**config.mk**
```make
export PLATFORM = sky130hd
export DESIGN_NAME = sioda_top
export DESIGN_NICKNAME = d
export VERILOG_FILES = /design/src/sioda_top.v
export VERILOG_INCLUDE_DIRS = /design/src /design/src/src
export SDC_FILE = /design/constraint.sdc
export NUM_CORES = 1
export LEC_CHECK = 0
export ABC_CLOCK_PERIOD_IN_PS = 2550
export BUFFER_PORTS_ARGS = -buffer_cell sky130_fd_sc_hd__buf_4
export CORE_MARGIN = 2
export CORE_UTILIZATION = 55
export CTS_CLUSTER_DIAMETER = 150
export CTS_CLUSTER_SIZE = 14
export DETAILED_ROUTE_END_ITERATION = 10
export GPL_ROUTABILITY_DRIVEN = 0
export GPL_TIMING_DRIVEN = 0
export PLACE_DENSITY = 0.8
export SETUP_SLACK_MARGIN = 0.02
export SLEW_MARGIN = 0
export SYNTH_ARGS = -nofsm -noshare
export SYNTH_HDL_FRONTEND = slang
export SYNTH_SLANG_ARGS = --single-unit
export TNS_END_PERCENT = 1
```
**constraint.sdc**
```tcl
create_clock -name core_clk -period 2.55 [get_ports core_clk]
set_input_delay 0.1275 -clock core_clk [delete_from_list [all_inputs] [get_ports core_clk]]
set_output_delay 0.1275 -clock core_clk [all_outputs]
set_load 0.005 [all_outputs]
```
**src/sioda_regs.vh**
```
// Register offsets, field positions, codes and reset values of the safety I/O device assignment block
`ifndef SIODA_REGS_VH
`define SIODA_REGS_VH
`define SIODA_OFF_IN_SEL 4'h0
`define SIODA_OFF_OUT_SEL 4'h1
`define SIODA_OFF_MODE 4'h2
`define SIODA_OFF_STATUS 4'h3
`define SIODA_OFF_CLEAR 4'h4
`define SIODA_OFF_ENABLE 4'h5
`define SIODA_OFF_ALARM 4'h6
`define SIODA_OFF_APPLY 4'h7
`define SIODA_SEL_RESET 32'h00000000
`define SIODA_DEV_LSB 0
`define SIODA_DEV_MSB 7
`define SIODA_COMB_BIT 8
`define SIODA_AXIS_LSB 12
`define SIODA_AXIS_MSB 15
`define SIODA_IN_NONE 8'h00
`define SIODA_IN_TORQUE_OFF 8'h01
`define SIODA_IN_STOP_ONE 8'h02
`define SIODA_OUT_NONE 8'h00
`define SIODA_OUT_TORQUE_OFF 8'h01
`define SIODA_OUT_STOP_ONE 8'h02
`define SIODA_OUT_BRAKE 8'h0A
`define SIODA_MODE_INPUT_DEV 4'h0
`define SIODA_MODE_TEST 4'h2
`define SIODA_RESP_OKAY 2'h0
`define SIODA_RESP_SLVERR 2'h2
`define SIODA_ST_RANGE 0
`define SIODA_ST_COMBO 1
`define SIODA_ST_PIN_IN 2
`endif

```
**src/sioda_top.v**
```verilog
// Safety I/O device assignment: input fan-out, output combine, parameter checks, AXI4-Lite registers
// Notes on behaviour
// - Input device code 00 none, 01 torque-off command, 02 stop-one command.
// - Any other input device code raises the range alarm.
// - Input-device mode with no input device, or inconsistent input, raises combination alarm.
// - Input axis mask bit 0 axis A, bit 1 axis B, bit 2 axis C; bit 3 reserved.
// - Input axis mask zero applies the input device to every axis.
// - Several axis bits drive the command to each enabled axis together.
// - Nonzero mask on one-axis unit, or axis C on two-axis unit, raises range alarm.
// - Output code 00 none, 01 torque-off, 02 stop-one, 0A brake-control status.
// - Any other output device code raises the range alarm.
// - Inconsistent output selection raises the combination alarm.
// - Combine digit 0: output significant only when all axes meet the condition.
// - Combine digit 1: output significant when any axis meets the condition.
// - Combine digit honoured only on multi-axis units with output axis set to all.
// - Output axis 0 all, 1 axis A, 2 axis B, 3 axis C.
// - Mode 0 input-device control; mode 2 test operation disables the sub-function.
//
// Added by the designer: the address map and the AXI4-Lite register port.
`timescale 1ns/100ps
`default_nettype none
`include "sioda_regs.vh"
module sioda_top #(
	parameter NUM_AXES = 3
) (
	input wire core_clk,
	input wire rst_n,
	input wire [31:0] s_axi_awaddr,
	input wire s_axi_awvalid,
	output reg s_axi_awready,
	input wire [31:0] s_axi_wdata,
	input wire [3:0] s_axi_wstrb,
	input wire s_axi_wvalid,
	output reg s_axi_wready,
	output reg [1:0] s_axi_bresp,
	output reg s_axi_bvalid,
	input wire s_axi_bready,
	input wire [31:0] s_axi_araddr,
	input wire s_axi_arvalid,
	output reg s_axi_arready,
	output reg [31:0] s_axi_rdata,
	output reg [1:0] s_axi_rresp,
	output reg s_axi_rvalid,
	input wire s_axi_rready,
	input wire first_safety_input_pin,
	input wire [2:0] torque_off_state,
	input wire [2:0] stop_one_state,
	input wire [2:0] brake_control_state,
	output reg [2:0] torque_off_command,
	output reg [2:0] stop_one_command,
	output reg first_safety_output_pin,
	output reg irq
);
	// Register map, one word each at byte address index*4:
	// 0x00 staged input select, 0x04 staged output select, 0x08 staged mode
	// 0x0C status (range event, combination event, pin change), read only
	// 0x10 status clear, write one to clear
	// 0x14 interrupt enable, same layout as status
	// 0x18 alarm flags and synced pin level, read only
	// 0x1C apply: bit 0 copies the staged words into use
	// Staged words read back as written; applied words are not visible

	// Applied settings and software-visible registers
	reg [31:0] safety_input_one_select_reg;
	reg [31:0] safety_output_one_select_reg;
	reg [3:0] safety_input_mode_reg;
	reg [31:0] shadow_in_reg;
	reg [31:0] shadow_out_reg;
	reg [3:0] shadow_mode_reg;
	reg safety_range_alarm_reg;
	reg safety_combination_alarm_reg;
	reg [2:0] status_reg;
	reg [2:0] enable_reg;
	reg [2:0] pin_sync_reg;
	reg pin_level_reg;
	reg apply_pend_reg;
	// Write channel holding
	reg aw_have_reg;
	reg w_have_reg;
	reg [3:0] aw_idx_reg;
	reg [31:0] wdata_reg;
	reg [3:0] wstrb_reg;

	// Field views of the applied and staged settings
	wire [7:0] input_device_field = safety_input_one_select_reg[`SIODA_DEV_MSB:`SIODA_DEV_LSB];
	wire [3:0] input_axis_mask = safety_input_one_select_reg[`SIODA_AXIS_MSB:`SIODA_AXIS_LSB];
	wire [7:0] output_device_field = safety_output_one_select_reg[`SIODA_DEV_MSB:`SIODA_DEV_LSB];
	wire all_axis_combine_select = safety_output_one_select_reg[`SIODA_COMB_BIT];
	wire [3:0] output_axis_select = safety_output_one_select_reg[`SIODA_AXIS_MSB:`SIODA_AXIS_LSB];
	wire [7:0] sh_in_dev = shadow_in_reg[`SIODA_DEV_MSB:`SIODA_DEV_LSB];
	wire [3:0] sh_in_axis = shadow_in_reg[`SIODA_AXIS_MSB:`SIODA_AXIS_LSB];
	wire [7:0] sh_out_dev = shadow_out_reg[`SIODA_DEV_MSB:`SIODA_DEV_LSB];
	wire [3:0] sh_out_axis = shadow_out_reg[`SIODA_AXIS_MSB:`SIODA_AXIS_LSB];
	wire multi_axis = (NUM_AXES > 1);

	// Individual findings of the parameter checks, kept apart so each reads on its own
	wire in_code_bad = (sh_in_dev != `SIODA_IN_NONE) && (sh_in_dev != `SIODA_IN_TORQUE_OFF) &&
		(sh_in_dev != `SIODA_IN_STOP_ONE);
	wire out_code_bad = (sh_out_dev != `SIODA_OUT_NONE) && (sh_out_dev != `SIODA_OUT_TORQUE_OFF) &&
		(sh_out_dev != `SIODA_OUT_STOP_ONE) && (sh_out_dev != `SIODA_OUT_BRAKE);
	// A one-axis unit takes no mask at all; a two-axis unit has no axis C
	wire mask_single_bad = (NUM_AXES == 1) && (sh_in_axis != 4'h0);
	wire mask_pair_bad = (NUM_AXES == 2) && sh_in_axis[2];
	wire mask_bad = mask_single_bad || mask_pair_bad;
	wire mode_bad = (shadow_mode_reg != `SIODA_MODE_INPUT_DEV) && (shadow_mode_reg != `SIODA_MODE_TEST);
	// Input-device control needs a device on the first safety input
	wire in_missing = (shadow_mode_reg == `SIODA_MODE_INPUT_DEV) && (sh_in_dev == `SIODA_IN_NONE);
	// Reserved mask bit counts as inconsistent input selection
	wire in_reserved = sh_in_axis[3];
	wire in_combo_bad = in_missing || in_reserved;
	// Output axis beyond the fitted axes cannot be sourced
	wire out_axis_high = (sh_out_axis > 4'h3);
	wire out_axis_unfitted = (sh_out_axis != 4'h0) && (sh_out_axis > NUM_AXES);
	wire out_combo_bad = out_axis_high || out_axis_unfitted;

	// Parameter checks on the staged configuration
	reg chk_range;
	reg chk_combo;
	always @* begin
		chk_range = in_code_bad || out_code_bad || mask_bad || mode_bad;
		chk_combo = in_combo_bad || out_combo_bad;
	end

	// Axis fan-out of the single input pin
	wire [2:0] axes_fitted = (NUM_AXES >= 3) ? 3'h7 : (NUM_AXES == 2) ? 3'h3 : 3'h1;
	wire [2:0] in_axes = (input_axis_mask[2:0] == 3'h0) ? axes_fitted : input_axis_mask[2:0];
	wire func_on = (safety_input_mode_reg == `SIODA_MODE_INPUT_DEV) &&
		!safety_range_alarm_reg && !safety_combination_alarm_reg;
	// Commands need the function live and the synced pin asserted
	wire cmd_armed = func_on && pin_level_reg;
	wire to_selected = (input_device_field == `SIODA_IN_TORQUE_OFF);
	wire so_selected = (input_device_field == `SIODA_IN_STOP_ONE);
	wire [2:0] to_axis_on;
	wire [2:0] so_axis_on;
	// One pin fans out to every selected axis in the same cycle
	localparam AXIS_SLOTS = 3; // Command ports carry at most three axes
	genvar ax;
	generate
		for (ax = 0; ax < AXIS_SLOTS; ax = ax + 1) begin : g_axis
			assign to_axis_on[ax] = cmd_armed && to_selected && in_axes[ax];
			assign so_axis_on[ax] = cmd_armed && so_selected && in_axes[ax];
		end
	endgenerate

	// Per-axis output condition and combine
	reg [2:0] cond;
	reg out_cond;
	always @* begin
		case (output_device_field)
			`SIODA_OUT_TORQUE_OFF: cond = torque_off_state;
			`SIODA_OUT_STOP_ONE: cond = stop_one_state;
			`SIODA_OUT_BRAKE: cond = brake_control_state;
			default: cond = 3'h0;
		endcase
		// Unfitted axes read as not met, so the AND spans only fitted axes
		cond = cond & axes_fitted;
		case (output_axis_select)
			4'h1: out_cond = cond[0];
			4'h2: out_cond = cond[1];
			4'h3: out_cond = cond[2];
			default: begin
				if (multi_axis && all_axis_combine_select)
					out_cond = |cond;
				else if (multi_axis)
					out_cond = (cond == axes_fitted);
				else
					out_cond = cond[0];
			end
		endcase
	end

	// Channel handshakes, one item moves when valid and ready meet
	wire aw_take = s_axi_awvalid && s_axi_awready;
	wire w_take = s_axi_wvalid && s_axi_wready;
	wire b_take = s_axi_bvalid && s_axi_bready;
	wire r_take = s_axi_rvalid && s_axi_rready;

	// Bus decode helpers
	wire wr_go = aw_have_reg && w_have_reg && !s_axi_bvalid;
	wire rd_go = s_axi_arvalid && s_axi_arready;
	wire [3:0] ar_idx = s_axi_araddr[5:2];
	// Status and alarm words are read only, so writes to them are refused
	wire wr_mapped = (aw_idx_reg <= `SIODA_OFF_APPLY) && (aw_idx_reg != `SIODA_OFF_STATUS) &&
		(aw_idx_reg != `SIODA_OFF_ALARM);
	// Clear strobe acts on byte 0 only
	wire wr_clear = wr_go && (aw_idx_reg == `SIODA_OFF_CLEAR) && wstrb_reg[0];

	// Pin change event fires on the cycle the settled level is taken
	wire pin_settled = (pin_sync_reg[1] == pin_sync_reg[2]);
	wire ev_pin = pin_settled && (pin_level_reg != pin_sync_reg[2]);
	// Check events only count on the apply cycle
	wire ev_combo = chk_combo & apply_pend_reg;
	wire ev_range = chk_range & apply_pend_reg;
	wire [2:0] events = {ev_pin, ev_combo, ev_range};

	// Byte-lane merge under the write strobes
	function [31:0] merge;
		input [31:0] old;
		input [31:0] nw;
		input [3:0] be;
		integer i;
		begin
			for (i = 0; i < 4; i = i + 1)
				merge[i*8 +: 8] = be[i] ? nw[i*8 +: 8] : old[i*8 +: 8];
		end
	endfunction

	// Write channels: address and data taken in either order, response after both
	always @(posedge core_clk or negedge rst_n) begin
		if (!rst_n) begin
			s_axi_awready <= 1'b0;
			s_axi_wready <= 1'b0;
			s_axi_bvalid <= 1'b0;
			s_axi_bresp <= `SIODA_RESP_OKAY;
			aw_have_reg <= 1'b0;
			w_have_reg <= 1'b0;
			aw_idx_reg <= 4'h0;
			wdata_reg <= 32'h00000000;
			wstrb_reg <= 4'h0;
		end else begin
			// Ready is a single pulse so a held valid is taken once
			s_axi_awready <= !aw_have_reg && !s_axi_awready && s_axi_awvalid;
			s_axi_wready <= !w_have_reg && !s_axi_wready && s_axi_wvalid;
			if (aw_take) begin
				aw_have_reg <= 1'b1;
				aw_idx_reg <= (s_axi_awaddr[31:6] == 26'h0) ? s_axi_awaddr[5:2] : 4'hF;
			end
			if (w_take) begin
				w_have_reg <= 1'b1;
				wdata_reg <= s_axi_wdata;
				wstrb_reg <= s_axi_wstrb;
			end
			if (wr_go) begin
				aw_have_reg <= 1'b0;
				w_have_reg <= 1'b0;
				s_axi_bvalid <= 1'b1;
				s_axi_bresp <= wr_mapped ? `SIODA_RESP_OKAY : `SIODA_RESP_SLVERR;
			end else if (b_take)
				s_axi_bvalid <= 1'b0;
		end
	end

	// Staged settings take effect only on apply, so checks and outputs never see half a setting
	always @(posedge core_clk or negedge rst_n) begin
		if (!rst_n) begin
			shadow_in_reg <= `SIODA_SEL_RESET;
			shadow_out_reg <= `SIODA_SEL_RESET;
			shadow_mode_reg <= `SIODA_MODE_INPUT_DEV;
			safety_input_one_select_reg <= `SIODA_SEL_RESET;
			safety_output_one_select_reg <= `SIODA_SEL_RESET;
			safety_input_mode_reg <= `SIODA_MODE_INPUT_DEV;
			enable_reg <= 3'h0;
			apply_pend_reg <= 1'b0;
			safety_range_alarm_reg <= 1'b0;
			safety_combination_alarm_reg <= 1'b0;
		end else begin
			apply_pend_reg <= 1'b0;
			// Mode, enable and apply use byte 0 only
			if (wr_go) begin
				case (aw_idx_reg)
					`SIODA_OFF_IN_SEL: shadow_in_reg <= merge(shadow_in_reg, wdata_reg, wstrb_reg);
					`SIODA_OFF_OUT_SEL: shadow_out_reg <= merge(shadow_out_reg, wdata_reg, wstrb_reg);
					`SIODA_OFF_MODE: if (wstrb_reg[0]) shadow_mode_reg <= wdata_reg[3:0];
					`SIODA_OFF_ENABLE: if (wstrb_reg[0]) enable_reg <= wdata_reg[2:0];
					`SIODA_OFF_APPLY: if (wstrb_reg[0] && wdata_reg[0]) apply_pend_reg <= 1'b1;
					default: ;
				endcase
			end
			if (apply_pend_reg) begin
				safety_input_one_select_reg <= shadow_in_reg;
				safety_output_one_select_reg <= shadow_out_reg;
				safety_input_mode_reg <= shadow_mode_reg;
				// Alarms only ever set; a clean apply cannot clear them
				if (chk_range)
					safety_range_alarm_reg <= 1'b1;
				if (chk_combo)
					safety_combination_alarm_reg <= 1'b1;
			end
		end
	end

	// Sticky event status; a new event beats a simultaneous clear
	always @(posedge core_clk or negedge rst_n) begin
		if (!rst_n)
			status_reg <= 3'h0;
		else if (wr_clear)
			status_reg <= (status_reg & ~wdata_reg[2:0]) | events;
		else
			status_reg <= status_reg | events;
	end

	// Words as software sees them on a read
	wire [31:0] mode_word = {28'h0, shadow_mode_reg};
	wire [31:0] status_word = {29'h0, status_reg};
	wire [31:0] enable_word = {29'h0, enable_reg};
	wire [31:0] alarm_word = {29'h0, pin_level_reg, safety_combination_alarm_reg, safety_range_alarm_reg};

	// Read decode; write-only and unmapped words read as zero
	reg [31:0] rd_word;
	reg rd_err;
	always @* begin
		rd_word = 32'h00000000;
		rd_err = 1'b0;
		if (s_axi_araddr[31:6] != 26'h0)
			rd_err = 1'b1;
		else begin
			case (ar_idx)
				`SIODA_OFF_IN_SEL: rd_word = shadow_in_reg;
				`SIODA_OFF_OUT_SEL: rd_word = shadow_out_reg;
				`SIODA_OFF_MODE: rd_word = mode_word;
				`SIODA_OFF_STATUS: rd_word = status_word;
				`SIODA_OFF_CLEAR: rd_word = 32'h00000000;
				`SIODA_OFF_ENABLE: rd_word = enable_word;
				`SIODA_OFF_ALARM: rd_word = alarm_word;
				`SIODA_OFF_APPLY: rd_word = 32'h00000000;
				default: rd_err = 1'b1;
			endcase
		end
	end

	// Read channel, one cycle after the address is taken
	always @(posedge core_clk or negedge rst_n) begin
		if (!rst_n) begin
			s_axi_arready <= 1'b0;
			s_axi_rvalid <= 1'b0;
			s_axi_rdata <= 32'h00000000;
			s_axi_rresp <= `SIODA_RESP_OKAY;
		end else begin
			// A pending answer blocks the next address so reads never overlap
			s_axi_arready <= !s_axi_arready && !s_axi_rvalid && s_axi_arvalid;
			if (rd_go) begin
				s_axi_rvalid <= 1'b1;
				s_axi_rdata <= rd_word;
				s_axi_rresp <= rd_err ? `SIODA_RESP_SLVERR : `SIODA_RESP_OKAY;
			end else if (r_take)
				s_axi_rvalid <= 1'b0;
		end
	end

	// Pin synchroniser; a level is accepted once stages two and three agree
	always @(posedge core_clk or negedge rst_n) begin
		if (!rst_n) begin
			pin_sync_reg <= 3'h0;
			pin_level_reg <= 1'b0;
		end else begin
			pin_sync_reg <= {pin_sync_reg[1:0], first_safety_input_pin};
			// A level that still disagrees between stages two and three is held off
			if (pin_settled)
				pin_level_reg <= pin_sync_reg[2];
		end
	end

	// Next values of the registered outputs
	wire [2:0] torque_off_command_next = to_axis_on;
	wire [2:0] stop_one_command_next = so_axis_on;
	// Outputs drop whenever the function is off, so a bad setting never drives the pin
	wire first_safety_output_pin_next = func_on && out_cond;
	wire irq_next = |(status_reg & enable_reg);

	// Registered safety outputs and interrupt
	always @(posedge core_clk or negedge rst_n) begin
		if (!rst_n) begin
			torque_off_command <= 3'h0;
			stop_one_command <= 3'h0;
			first_safety_output_pin <= 1'b0;
			irq <= 1'b0;
		end else begin
			torque_off_command <= torque_off_command_next;
			stop_one_command <= stop_one_command_next;
			first_safety_output_pin <= first_safety_output_pin_next;
			irq <= irq_next;
		end
	end
endmodule // sioda_top
`default_nettype wire

```
# == Word level (Yosys, flattened, before mapping) ==
# Index checks and enable logic that the tools add are counted.
# Widths: inputs -> output; s select.
# totals
regBits,207
in_bits,117
wordCells,184
# classes
n_lt_le_gt_ge,3
n_eq_ne,31
muxes,23
n_bitwise,7
reduce_logical,84
# op_table
op,count
$pmux 32 s6,1
$logic_and 1x1->1,39
$mux 32,1
$reduce_and 3->1,10
$eq 4x3->1 const B,7
$logic_not 26->1,1
$reduce_bool 26->1,1
$eq 4x2->1 const B,5
$eq 8x1->1 const B,2
$eq 8x2->1 const B,2
$logic_not 4->1,4
$ne 8x1->1 const B,2
$ne 8x2->1 const B,2
$reduce_bool 8->1,2
$mux 1,14
$eq 4x1->1 const B,3
$logic_not 1->1,9
$pmux 3 s3,1
$eq 8x4->1 const B,1
$gt 4x2->1 const B,2
$logic_not 8->1,1
$ne 4x2->1 const B,2
$ne 8x4->1 const B,1
$reduce_bool 2->1,4
19 further kinds,31

# == Depth between registers and ports, before layout ==
# depth
depth_word,9
mapped_depth,6
depth_no_buf,5

# == Worst setup path after synthesis ==
# OpenSTA, ideal clock, no wires.
# synth_timing
path_type,register to register
from,register s_axi_bvalid
to,register shadow_mode_reg[0]
setup_time_ns,0.125
t_arrival_ns,1.780
required_ns,2.425
path_slack_ns,0.646
path_stages_with_launch,5
path_buffers,0
synth_period_minus_slack_ns,1.904
path_cell_list,dfrtp_1 nand3b_1 or3_1 nor3_1 mux2_2
# synth_between
elab_chain_cells,3
# synth_rtl
item,line_no,source
"start, declared",sioda_top.v:36,"output reg s_axi_bvalid,"
"start signal, assigned",sioda_top.v:213,s_axi_bvalid <= 1'b0;
"start signal, assigned",sioda_top.v:236,s_axi_bvalid <= 1'b1;
"start signal, assigned",sioda_top.v:239,s_axi_bvalid <= 1'b0;
$logic_not 1->1,sioda_top.v:179,wire wr_go = aw_have_reg && w_have_reg && !s_axi_bvalid;
$logic_and 1x1->1,sioda_top.v:179,
$reduce_and 3->1 (no source line),--,
"end signal, assigned",sioda_top.v:248,shadow_mode_reg <= `SIODA_MODE_INPUT_DEV;
"end signal, assigned",sioda_top.v:263,`SIODA_OFF_MODE: if (wstrb_reg[0]) shadow_mode_reg <= wdata_reg[3:0];
"end, declared",sioda_top.v:69,reg [3:0] shadow_mode_reg;
# No other way between the ends.
# A chain may end at the register's enable or synchronous reset.

# == Worst setup path in the final report ==
# layout_timing
from,register s_axi_bvalid
to,register shadow_out_reg[4]
# layout_between
elab_chain_cells,3
# layout_rtl
item,line_no,source
$logic_not 1->1,sioda_top.v:179,
$logic_and 1x1->1,sioda_top.v:179,
$reduce_and 3->1 (no source line),--,
"end signal, assigned",sioda_top.v:247,shadow_out_reg <= `SIODA_SEL_RESET;
"end signal, assigned",sioda_top.v:262,"`SIODA_OFF_OUT_SEL: shadow_out_reg <= merge(shadow_out_reg, wdata_reg, wstrb_reg);"
"end, declared",sioda_top.v:68,reg [31:0] shadow_out_reg;
# No other way between the ends.

==> flow_metrics.tcl <==
set metrics [dict create \
    cap_violations 0 \
    hold_viol_final 0 \
    layout_commonest_cell "dfrtp_1" \
    ctsResizeCount 0 \
    ant_nets 0 \
    worst-slew-pin-transition_ns 1.22 \
    period_needed_ns 2.48 \
    yosysWarnings 0 \
    initial_core_util_pct 55.9 \
    grt_pass1_vias 6414 \
    cp-start-kind "flop" \
    post_cts_buffers 0 \
    drtIter0Drc 410 \
    final_util_pct 73.6 \
    antenna_found_initial 0 \
    fmax_mhz 404 \
    grt_pass1_wl_mm 32.9 \
    worstSetupPathType "reg -> reg" \
    worstPathMaxFanout 9 \
    fillCellCount 942 \
    dieArea_sq_mm 0.0156 \
    ys_seq_area_share_pct 61.5 \
    n_antenna_cell 0 \
    powerDensity_mw_per_mm2 715 \
    syn_area_per_cell_sq_um 13.2 \
    wirelength_mm 20.0 \
    worst_slack_ns 0.0744 \
    vias 5943 \
    syn_area_sq_mm 0.00806 \
    drc 0 \
    placed_cell_area_sq_mm 0.00951 \
    hp-class "in -> reg" \
    place_hpwl_mm 13.7 \
    final_layout_size_suffix_gt1_share_pct 40.1 \
    die_h_microns 125 \
    cts.sinks 198 \
    final_area_sq_mm 0.0106 \
    area_growth_pct 31.6 \
    setup-tns-final_ns 0 \
    async_reset_ff_share_pct 100 \
    worst_setup_path_end_kind "flop" \
    cts-root-buf "clkbuf_16" \
    clk_latency_ns 0.43 \
    grt.overflow.total 0 \
    track_usage_pct 26.8 \
    critPathRequiredTime_ns 2.86 \
    drv_slew 0 \
    outcome "complete, no violations" \
    cts_max_level 4 \
    synthCells 612 \
    die_w_microns 125 \
    ir_drop_uv 462 \
    synth_ff_type "dfrtp_1" \
    period_share_pct 97.1 \
    cts_buffers 17 \
    coreArea_sq_mm 0.0144 \
    yosysUniqueCellTypes 50 \
    portBuffers 157 \
    ios 166 \
    drt_first_pass_iters 5 \
    p_leak_nw 5.09 \
    grt_setup_unrepaired "yes" \
    slew_headroom_pct 17.7 \
    synth_enable_flop_cells 0 \
    pre_cts_ws_ns 0.145 \
    power_mw 7.59 \
    setup_viol 0 \
    ys_ff_latch 198 \
    via_per_inst 5.75 \
    wire_per_inst_microns 19.3 \
    critPathArrivalTime_ns 2.79 \
    grt_max_degree 123 \
    path_clk_slew_ns 0.07 \
    cts_tree "built" \
    nets 954 \
    clockBufferDepth 2 \
    clock_skew_ns 0.00507 \
    r2r_slack_ns 0.07 \
    mostFrequentLayoutCells "198 x dfrtp_1, 158 x buf_4, 138 x mux2_2, 58 x nand2_1, 47 x dlygate4sd3_1" \
    num_rows 44 \
]
-- Yosys cell counts (3+ instances only) --
master    count  share of area, %
a21oi_1       6              0.37
nor4_1       18               1.4
nor3_1        7              0.43
nor2_1       25               1.2
or4_1         3              0.28
mux2i_1       5              0.62
a211oi_1      4              0.37
dfrtp_1     198                61
nand2_1      58               2.7
buf_6         3              0.42
inv_1         5              0.23
mux2_2      138                19
and2_1        3              0.23
o21ai_1      30               1.9
nand3_1       5              0.31
a22oi_1      33               3.1
o21ai_0       9              0.56
nor3b_1       4              0.37
clkbuf_1     17              0.79
o22a_1        4              0.43
-- timing repair --
action / in CTS / in global routing
hold buffers: 47 / 0
setup endpoints to repair: 0 / 62
endpoints found under the hold margin: 122 / 0
-- power by group --
part	leakage (nW)	internal [mW]	switching, mW
clock network	0.309	1.69	1.14
logic	2.14	0.539	0.366
registers	2.64	3.52	0.330
-- metal layers --
layer	global-route usage, %	part of all wire (%)
met2	44.9	51
met3	5.82	5.1
met1	34.2	41
met5	0	0
met4	11.0	2.8
-- kinds of logic (layout without fill, tap and decap cells) --
| group | after synthesis | count (layout) | share of synthesized area [%] |
|---|---|---|---|
| adder cells (fa/ha/maj) | 1 | 1 | 0.124 |
| multiplexers | 143 | 143 | 19.9 |
| XOR/XNOR | 2 | 2 | 0.217 |
| buffers and inverters | 28 | 265 | 1.69 |
| AND/OR/NAND/NOR | 141 | 141 | 8.61 |
| AO/OA/AOI/OAI | 98 | 98 | 7.96 |
| flip-flops | 198 | 198 | 61.5 |
| other | 1 | 2 | 0.0465 |
-- area by class of cell --
cell class	count	area, sq um	area share, %
clock inverters	13	178	1.67
repair buffers	205	1680	15.9
clock buffers	19	453	4.27
well taps	184	230	2.17
multi-input cells	387	2980	28.0
inverters	5	18.8	0.177
plain buffers	23	118	1.11
flip-flops and latches	198	4950	46.7
-- worst max-delay path: stages, from the launching register on --
cell	delay (ns)
dfrtp_1	0.40
nand3b_1	0.34
or3_1	0.45
nor2_1	0.37
nand2_1	0.40
mux2_2	0.39
-- metrics by stage --
step / cells / hold WS (ns)
after CTS: 1034 / 0.118
after detailed placement: 955 / 0.130
final: 1034 / 0.139
after floorplan: 613 / -0.168
after global routing: 1034 / 0.154
after global placement: 954 / 0.241
-- final timing paths --
kind / start / to / cells past startpoint
setup / recovery: s_axi_bvalid / shadow_out_reg[4] / 5
hold / removal: s_axi_araddr[5] / s_axi_rresp[1] / 3
setup reg to reg: s_axi_bvalid / shadow_out_reg[4] / 5
hold reg to reg: pin_sync_reg[0] / pin_sync_reg[1] / 0
max in group asynchronous: rst_n / shadow_in_reg[10] / 3
min in group asynchronous: rst_n / pin_sync_reg[1] / 2
No activity file was read; power rests on OpenSTA's default activity.
